`src/hdl/rcf_map.vh`:
```
// Register map, field positions and constants of the receive filter
// Contract
// - Multi early select raises early irq per packet
// - Short check select: check frames over 8 bytes
// - Select clear (reset): check frames over 64 bytes
// - Error or runt accept forces 8-byte check
// - Start host transfer at threshold or whole packet
// - Threshold codes 010-110 decode 64..1024 bytes
// - Code 111 waits for whole packet
// - Burst limit 64..1024 bytes, 111 unlimited
// - EEPROM type bit reads fitted part type
// - Error accept keeps frames with errors
// - Error accept clear discards errored frames
// - Runt accept keeps frames 8 to 63 bytes
// - Broadcast accept bit admits broadcast frames
// - Multicast accept bit admits multicast frames
// - Physical match bit admits own-address frames
// - Promiscuous bit admits any destination
`ifndef RCF_MAP_VH
`define RCF_MAP_VH
`define RCF_ADDR_RXCFG   8'h44
`define RCF_ADDR_ISTAT   8'h48
`define RCF_ADDR_IMASK   8'h4C
`define RCF_RXCFG_WMASK  32'h0101E73F
`define RCF_BIT_MULTI    24
`define RCF_BIT_SHORT    16
`define RCF_FTH_HI       15
`define RCF_FTH_LO       13
`define RCF_BURST_HI     10
`define RCF_BURST_LO     8
`define RCF_BIT_EETYPE   6
`define RCF_BIT_ERR      5
`define RCF_BIT_RUNT     4
`define RCF_BIT_BCAST    3
`define RCF_BIT_MCAST    2
`define RCF_BIT_PHYS     1
`define RCF_BIT_PROM     0
`define RCF_CODE_NONE    3'h7
`define RCF_CODE_MIN     3'h2
`define RCF_LEN_SHORT    16'h0008
`define RCF_LEN_MIN      16'h0040
`define RCF_BYTES_BASE   16'h0040
`define RCF_BYTES_64     16'h0040
`define RCF_BYTES_128    16'h0080
`define RCF_BYTES_256    16'h0100
`define RCF_BYTES_512    16'h0200
`define RCF_BYTES_1024   16'h0400
`define RCF_CODE_64      3'h2
`define RCF_CODE_128     3'h3
`define RCF_CODE_256     3'h4
`define RCF_CODE_512     3'h5
`define RCF_CODE_1024    3'h6
`define RCF_RXCFG_RST    32'h00000000
`define RCF_RDATA_ZERO   32'h00000000
`define RCF_IRQ_W        4
`define RCF_IRQ_ACCEPT   0
`define RCF_IRQ_DROP     1
`define RCF_IRQ_EARLY    2
`define RCF_IRQ_BADCODE  3
`endif

```
`src/hdl/rcf_top.v`:
```
// Receive configuration register, frame filter and transfer start logic
//
// The APB register port was decided locally.
`timescale 1ns/100ps
`include "rcf_map.vh"
module rcf_top
#(
   parameter LEN_W = 16
)
(
   input  wire             CLK,
   input  wire             RST,
   input  wire             PSEL,
   input  wire             PENABLE,
   input  wire             PWRITE,
   input  wire [7:0]       PADDR,
   input  wire [31:0]      PWDATA,
   output wire [31:0]      PRDATA,
   output wire             PREADY,
   output wire             PSLVERR,
   input  wire             EEPROM_LARGE,
   input  wire             FRAME_END,
   input  wire [LEN_W-1:0] FRAME_LEN,
   input  wire             FRAME_BCAST,
   input  wire             FRAME_MCAST,
   input  wire             FRAME_PHYS,
   input  wire             FRAME_ERR,
   input  wire             EARLY_EVENT,
   input  wire [LEN_W-1:0] FIFO_PKT_BYTES,
   input  wire             FIFO_PKT_DONE,
   output wire             FCS_CHECK_EN,
   output reg              FRAME_ACCEPT,
   output reg              FRAME_DROP,
   output reg              DMA_START,
   output reg  [LEN_W-1:0] BURST_BYTES,
   output reg              BURST_UNLIMITED,
   output reg              EARLY_IRQ,
   output wire             IRQ
);

// Configuration and status storage
reg  [31:0]           rxcfg_reg;
reg  [31:0]           rxcfg_next;
reg  [`RCF_IRQ_W-1:0] istat_reg;
reg  [`RCF_IRQ_W-1:0] imask_reg;
reg  [31:0]           rdata_reg;
reg  [31:0]           rdata_next;
reg                   eetype_reg;
reg                   started_reg;
reg                   started_next;

// Combinational decode results
reg  [`RCF_IRQ_W-1:0] ev;
reg  [LEN_W-1:0]      fth_bytes;
reg                   fth_valid;
reg  [LEN_W-1:0]      burst_bytes_next;
reg                   burst_valid;
reg                   burst_free;

// Bus strobes and fields
wire                  acc_wr;
wire                  acc_rd;
wire                  wr_rxcfg;
wire                  wr_istat;
wire                  wr_imask;
wire                  hit;
wire [2:0]            fth;
wire [2:0]            burst;
wire                  err_ok;
wire                  runt_ok;
wire                  short_sel;
wire                  multi_sel;
wire [LEN_W-1:0]      chk_min;
wire                  addr_ok;
wire                  len_ok;
wire                  keep;
wire                  thr_hit;
wire                  start_now;
wire [31:0]           eetype_word;
wire [`RCF_IRQ_W-1:0] istat_next;

genvar                gi;

// APB strobes; zero wait state, unmapped address answers error
assign acc_wr   = PSEL & PENABLE & PWRITE;
assign acc_rd   = PSEL & ~PWRITE & ~PENABLE;
assign wr_rxcfg = acc_wr & (PADDR == `RCF_ADDR_RXCFG);
assign wr_istat = acc_wr & (PADDR == `RCF_ADDR_ISTAT);
assign wr_imask = acc_wr & (PADDR == `RCF_ADDR_IMASK);
assign hit      = (PADDR == `RCF_ADDR_RXCFG)
                | (PADDR == `RCF_ADDR_ISTAT)
                | (PADDR == `RCF_ADDR_IMASK);

// Bus answer signals
assign PREADY   = 1'b1;
assign PSLVERR  = PSEL & PENABLE & ~hit;
assign PRDATA   = rdata_reg;

// Field extraction
assign fth       = rxcfg_reg[`RCF_FTH_HI:`RCF_FTH_LO];
assign burst     = rxcfg_reg[`RCF_BURST_HI:`RCF_BURST_LO];
assign err_ok    = rxcfg_reg[`RCF_BIT_ERR];
assign runt_ok   = rxcfg_reg[`RCF_BIT_RUNT];
assign short_sel = rxcfg_reg[`RCF_BIT_SHORT];
assign multi_sel = rxcfg_reg[`RCF_BIT_MULTI];

// Minimum length for the frame check; error or runt overrides select
assign chk_min = (short_sel | err_ok | runt_ok)
               ? `RCF_LEN_SHORT
               : `RCF_LEN_MIN;

// Check enable; strictly larger than the minimum
assign FCS_CHECK_EN = (FRAME_LEN > chk_min);

// Threshold decode; reserved and whole-packet codes never hit
always @*
begin
   fth_bytes = {LEN_W{1'b0}};
   fth_valid = 1'b0;
   case (fth)
      `RCF_CODE_64:
      begin
         fth_bytes = `RCF_BYTES_64;
         fth_valid = 1'b1;
      end
      `RCF_CODE_128:
      begin
         fth_bytes = `RCF_BYTES_128;
         fth_valid = 1'b1;
      end
      `RCF_CODE_256:
      begin
         fth_bytes = `RCF_BYTES_256;
         fth_valid = 1'b1;
      end
      `RCF_CODE_512:
      begin
         fth_bytes = `RCF_BYTES_512;
         fth_valid = 1'b1;
      end
      `RCF_CODE_1024:
      begin
         fth_bytes = `RCF_BYTES_1024;
         fth_valid = 1'b1;
      end
      default:
      begin
         // Code 111 and reserved codes: whole packet only
         fth_bytes = {LEN_W{1'b0}};
         fth_valid = 1'b0;
      end
   endcase
end

// Burst limit decode; 111 lifts the cap, reserved codes give zero
always @*
begin
   burst_bytes_next = {LEN_W{1'b0}};
   burst_valid      = 1'b0;
   burst_free       = 1'b0;
   case (burst)
      `RCF_CODE_64:
      begin
         burst_bytes_next = `RCF_BYTES_64;
         burst_valid      = 1'b1;
      end
      `RCF_CODE_128:
      begin
         burst_bytes_next = `RCF_BYTES_128;
         burst_valid      = 1'b1;
      end
      `RCF_CODE_256:
      begin
         burst_bytes_next = `RCF_BYTES_256;
         burst_valid      = 1'b1;
      end
      `RCF_CODE_512:
      begin
         burst_bytes_next = `RCF_BYTES_512;
         burst_valid      = 1'b1;
      end
      `RCF_CODE_1024:
      begin
         burst_bytes_next = `RCF_BYTES_1024;
         burst_valid      = 1'b1;
      end
      `RCF_CODE_NONE:
      begin
         burst_bytes_next = {LEN_W{1'b0}};
         burst_valid      = 1'b1;
         burst_free       = 1'b1;
      end
      default:
      begin
         // Reserved codes: no cap value offered
         burst_bytes_next = {LEN_W{1'b0}};
         burst_valid      = 1'b0;
         burst_free       = 1'b0;
      end
   endcase
end

// Address category match
assign addr_ok = rxcfg_reg[`RCF_BIT_PROM]
               | (FRAME_BCAST & rxcfg_reg[`RCF_BIT_BCAST])
               | (FRAME_MCAST & rxcfg_reg[`RCF_BIT_MCAST])
               | (FRAME_PHYS  & rxcfg_reg[`RCF_BIT_PHYS]);

// Runt window and error gating after address match
assign len_ok = (FRAME_LEN >= `RCF_LEN_MIN)
              | (runt_ok & (FRAME_LEN >= `RCF_LEN_SHORT));
assign keep   = addr_ok & len_ok & (err_ok | ~FRAME_ERR);

// Transfer start: threshold reached or whole packet held
assign thr_hit   = fth_valid & (FIFO_PKT_BYTES >= fth_bytes);
assign start_now = ~started_reg & (FIFO_PKT_DONE | thr_hit);

// One start per packet; frame end rearms and wins over a start
always @*
begin
   started_next = started_reg;
   if (FRAME_END)
      started_next = 1'b0;
   else if (start_now)
      started_next = 1'b1;
end

// Interrupt events
always @*
begin
   ev = {`RCF_IRQ_W{1'b0}};
   ev[`RCF_IRQ_ACCEPT]  = FRAME_END & keep;
   ev[`RCF_IRQ_DROP]    = FRAME_END & ~keep;
   ev[`RCF_IRQ_EARLY]   = EARLY_EVENT & multi_sel;
   ev[`RCF_IRQ_BADCODE] = (fth < `RCF_CODE_MIN) | ~burst_valid;
end

// Level interrupt from unmasked sticky bits
assign IRQ = |(istat_reg & imask_reg);

// Config register next value; reserved bits stay zero
always @*
begin
   rxcfg_next = rxcfg_reg;
   if (wr_rxcfg)
      rxcfg_next = PWDATA & `RCF_RXCFG_WMASK;
end

// Config register
always @(posedge CLK or posedge RST)
begin
   if (RST)
      rxcfg_reg <= `RCF_RXCFG_RST;
   else
      rxcfg_reg <= rxcfg_next;
end

// Interrupt mask register
always @(posedge CLK or posedge RST)
begin
   if (RST)
      imask_reg <= {`RCF_IRQ_W{1'b0}};
   else if (wr_imask)
      imask_reg <= PWDATA[`RCF_IRQ_W-1:0];
end

// Per-bit status next value; set wins over write-one clear
generate
   for (gi = 0; gi < `RCF_IRQ_W; gi = gi + 1)
   begin : g_istat
      assign istat_next[gi] = ev[gi]
                            | (istat_reg[gi] & ~(wr_istat & PWDATA[gi]));
   end
endgenerate

// Interrupt status register
always @(posedge CLK or posedge RST)
begin
   if (RST)
      istat_reg <= {`RCF_IRQ_W{1'b0}};
   else
      istat_reg <= istat_next;
end

// Fitted EEPROM type placed at its read-only bit
assign eetype_word = {{(31-`RCF_BIT_EETYPE){1'b0}}, eetype_reg,
                      {`RCF_BIT_EETYPE{1'b0}}};

// Read data select
always @*
begin
   case (PADDR)
      `RCF_ADDR_RXCFG:
         rdata_next = rxcfg_reg | eetype_word;
      `RCF_ADDR_ISTAT:
         rdata_next = {{(32-`RCF_IRQ_W){1'b0}}, istat_reg};
      `RCF_ADDR_IMASK:
         rdata_next = {{(32-`RCF_IRQ_W){1'b0}}, imask_reg};
      default:
         rdata_next = `RCF_RDATA_ZERO;
   endcase
end

// Read data captured in setup cycle, held through access
always @(posedge CLK or posedge RST)
begin
   if (RST)
      rdata_reg <= `RCF_RDATA_ZERO;
   else if (acc_rd)
      rdata_reg <= rdata_next;
end

// EEPROM type sample; level pin, one clock late
always @(posedge CLK or posedge RST)
begin
   if (RST)
      eetype_reg <= 1'b0;
   else
      eetype_reg <= EEPROM_LARGE;
end

// Frame verdict pulses, one clock after frame end
always @(posedge CLK or posedge RST)
begin
   if (RST)
   begin
      FRAME_ACCEPT <= 1'b0;
      FRAME_DROP   <= 1'b0;
   end
   else
   begin
      FRAME_ACCEPT <= FRAME_END & keep;
      FRAME_DROP   <= FRAME_END & ~keep;
   end
end

// Host transfer start pulse and its once-per-packet guard
always @(posedge CLK or posedge RST)
begin
   if (RST)
   begin
      started_reg <= 1'b0;
      DMA_START   <= 1'b0;
   end
   else
   begin
      started_reg <= started_next;
      DMA_START   <= start_now;
   end
end

// Early interrupt pulse, only with multi early select
always @(posedge CLK or posedge RST)
begin
   if (RST)
      EARLY_IRQ <= 1'b0;
   else
      EARLY_IRQ <= ev[`RCF_IRQ_EARLY];
end

// Receive burst cap outputs
always @(posedge CLK or posedge RST)
begin
   if (RST)
   begin
      BURST_BYTES     <= {LEN_W{1'b0}};
      BURST_UNLIMITED <= 1'b0;
   end
   else
   begin
      BURST_BYTES     <= burst_bytes_next;
      BURST_UNLIMITED <= burst_free;
   end
end

// Hazard: reserved codes leave the cap at zero and flag status
// bit 3 for as long as they stand, so software sees the misuse.

endmodule

```
`config.mk`:
```
export PLATFORM = sky130hd
export DESIGN_NAME = rcf_top
export DESIGN_NICKNAME = d
export VERILOG_FILES = /design/src/hdl/rcf_top.v
export VERILOG_INCLUDE_DIRS = /design/src /design/src/hdl
export SDC_FILE = /design/constraint.sdc
export NUM_CORES = 1
export LEC_CHECK = 0
export BUFFER_PORTS_ARGS = -buffer_cell sky130_fd_sc_hd__buf_2
export CAP_MARGIN = 20
export CORE_MARGIN = 5
export CORE_UTILIZATION = 30
export DETAILED_ROUTE_END_ITERATION = 7
export GPL_TIMING_DRIVEN = 1
export SYNTH_ARGS = -nofsm -noshare
export SYNTH_HDL_FRONTEND = slang
export SYNTH_SLANG_ARGS = --single-unit
```
`constraint.sdc`:
```
create_clock -name CLK -period 2.35 [get_ports CLK]
set_input_delay 0.3525 -clock CLK [delete_from_list [all_inputs] [get_ports CLK]]
set_output_delay 0.3525 -clock CLK [all_outputs]
set_load 0.02 [all_outputs]
```
==> summary.md <==
| Metric | Value |
|---|---|
| Fin. Hold Viols | 0 |
| Register area | 0.001226 mm² |
| CP max stage delay | 410 ps |
| Synth warn | 0 |
| Combinational share of power | 13.4% |
| Flip-flop and latch count after synthesis | 49 |
| Hold crit path type | input port to async pin |
| Final setup fails | 0 |
| DR WL met2 | 2.974 mm |
| Tcrit/Tclk final | 97.73% |
| Yosys cell types | 46 |
| I/O Pins | 142 |
| Worst-Skew Late Latency | 300 ps |
| Port bufs | 94 |
| LEAKAGE | 1.708 nW |
| Clock sink count | 49 |
| Die H | 102.7 µm |
| GRT Residual Overflow | 0 |
| Max stage delay cell, worst path | or3_4 |
| Clock tree buffer depth | 2 |
| Total track usage | 11.57% |
| Die area | 0.01054 mm² |
| CTS Hold Bufs | 0 |
| Area of the multi-input gates | 0.001179 mm² |
| Buf/Inv on CP | 1 |
| MaxCap Viol Count | 0 |
| Max reg flops | 15 |
| Simple-gate area share of the yosys netlist | 14.23% |
| Core area | 0.008299 mm² |
| DR vias | 1896 |
| Cell chosen for the clock root | clkbuf_8 |
| Ys flop type | dfrtp_1 |
| Slew @ Worst Pin | 654.2 ps |
| Die width | 102.7 µm |
| Worst EP arrival | 1940 ps |
| Startpoint type of the worst setup path | register |
| Post-route minimum period | 2297 ps |
| Dpl hpwl | 4.843 mm |
| # fillers | 866 |
| Switch share | 26.74% |
| Design Area, Final | 0.003184 mm² |
| CTS tree | yes |
| Synth Area in Adders | 3.885% |
| XOR/XNOR Fraction of Synth Area | 0% |
| Largest net degree at the start of global routing | 50 |
| Metal-1 WL | 2.680 mm |
| CP Capture Type | primary output |
| DP Area | 0.003058 mm² |
| ANT nets after route | 0 |
| Commonest non-fill, non-tap cell in the layout | buf_2 |
| Number of antenna violations at the first check in global routing | 0 |
| Max_slew headroom | 56.26% |
| DRC Markers | 0 |
| H-tree levels | 2 |
| RSZ-0062 raised after global routing | yes |
| Cells after synthesis | 223 |
| Internal | 1.155 mW |
| First-pass iteration count of the detailed router | 4 |
| Syn Std Cell Area | 0.002576 mm² |
| Total CTS buffers | 5 |
| Reg-to-reg startpoint | rxcfg_reg[14] |
| Clk pwr share | 31.2% |
| Setup Skew | 11.69 ps |
| RePlAce Congestion | 0.7460 |
| Initial core utilization | 31.04% |
| Drt via density | 4.451 |
| CP top delay family | simple AND/OR/NAND/NOR gates |
| Largest family of logic cells by synthesized area | simple AND/OR/NAND/NOR gates |
| Routed wl met3 | 444 µm |
| Area grow syn2layout | 23.60% |
| Seq/Total Area, Yosys | 47.60% |
| Reg power frac | 55.3% |
| Vias in the first global route | 1991 |
| Compound-gate portion of the synthesized area | 11.66% |
| Reg clk slew, reported paths | 90 ps |
| Status | complete, no violations |
| Mean Syn Cell Area | 11.55 µm² |
| DR iter-0 viols | 51 |
| Final Slew Violations | 0 |
| Total net switching power | 0.4214 mW |
| Worst Reg-to-Reg Cells | 6 |
| Antenna Cells | 0 |
| Crit path max fanout | 2 |
| PD cells | 494.9 mW/mm² |
| Post-synthesis async set-or-reset flop share | 100.0% |
| Cell Rows | 33 |
| CP required | 2000 ps |
| Number of synthesized flops with an enable pin | 0 |
| Top layer in use | met4 |
| Crit path cell chain | or3_4, ha_1, a32oi_1, o32ai_1, nand2b_1, buf_6 |
| Worst VDD drop | 0.2250 mV |
| Mux contribution to synthesized area | 11.07% |
| Number of nets in the layout | 413 |
| Highest clock rate | 435.4 MHz |
| Total Neg Setup Slack | 0 ps |
| Crit Path Category | register to primary output |
| First-pass GRT wire length | 9.508 mm |
| Drt wl/cell | 14.44 µm |
| Reg2Reg Setup Slack | 310 ps |
| Most frequent cells in the layout | buf_2 (93), dfrtp_1 (49), conb_1 (29) |
| Util after Layout | 38.37% |
| Final wirelength | 6.152 mm |
| RR Endpoint | started_reg |
| Share of layout cells above drive strength 1 | 42.06% |
==> timing repair <==
action	CTS	global route
gates cloned	0	0
endpoints found under the setup margin	1	1
setup buffers	2	0
pin swaps	3	1
gates resized for setup	4	0
==> worst max path at each step <==
stage	from	depth (start not counted)	endpoint
floorplan	rxcfg_reg[4]	5	FCS_CHECK_EN
global placement	PADDR[5]	5	rxcfg_reg[10]
detailed placement	PADDR[5]	5	rxcfg_reg[13]
CTS	rxcfg_reg[5]	6	FCS_CHECK_EN
global route	rxcfg_reg[5]	6	FCS_CHECK_EN
finish	rxcfg_reg[5]	6	FCS_CHECK_EN
==> per-stage QoR <==
stage | setup slack, ps | cells | hold slack, ps | total power, mW
after CTS | -15.00 | 426 | 74.09 | 1.608
after detailed placement | 280.3 | 416 | 418.5 | 1.099
final | 53.30 | 426 | 74.79 | 1.576
after floorplan | 459.2 | 250 | 383.9 | 1.042
after global routing | -67.09 | 426 | 84.65 | 1.670
after global placement | 296.4 | 416 | 416.0 | 1.095
==> cells by family (layout without fill, tap and decap cells) <==
family          after synthesis  after routing
compound gates               39             39
buf+inv                      46            117
mux                          22             22
simple gates                 57             57
fa+ha+maj                     8              8
flops                        49             49
other cells                   2             29
==> final cells by class <==
| cell class | instances | area share [%] |
|---|---|---|
| Timing Repair Buffer | 98 | 16.31 |
| Clock inverter | 2 | 0.4715 |
| Clock buffer | 6 | 2.279 |
| Inverter | 11 | 1.297 |
| Sequential cell | 49 | 38.51 |
| Multi-Input combinational cell | 155 | 37.01 |
| Tap cell | 105 | 4.126 |
==> power by group through the flow <==
stage          registers [mW]  logic [mW]  clock network [mW]
5_1_grt                 0.875       0.237               0.558
3_5_place_dp            0.889       0.210                   0
2_1_floorplan           0.888       0.153                   0
3_3_place_gp            0.889       0.206                   0
4_1_cts                 0.873       0.214               0.521
6_report                0.872       0.212               0.492
==> layer usage <==
metal | GRT usage [%] | up-vias
li1 | - | 935
met1 | 14.84 | 892
met2 | 19.07 | 64
met3 | 3.451 | 5
met4 | 3.027 | 0
met5 | 0 | -
==> synth_stat cells (5+ instances only) <==
| master | number | area, µm² |
|---|---|---|
| dfrtp_1 | 49 | 1226 |
| buf_4 | 29 | 217.7 |
| a22o_1 | 12 | 105.1 |
| mux2_2 | 12 | 135.1 |
| nand2_1 | 12 | 45.04 |
| inv_1 | 11 | 41.29 |
| mux2_4 | 10 | 150.1 |
| ha_1 | 8 | 100.1 |
| a22oi_1 | 7 | 52.55 |
| nor2_1 | 7 | 26.28 |
| and2_1 | 5 | 31.28 |
| o21ai_0 | 5 | 25.02 |
==> tightest hold or removal path: cells and delay by family <==
kind	cells	cell delay, ps
buf+inv	3	400
Power figures use the tool's default switching activity.
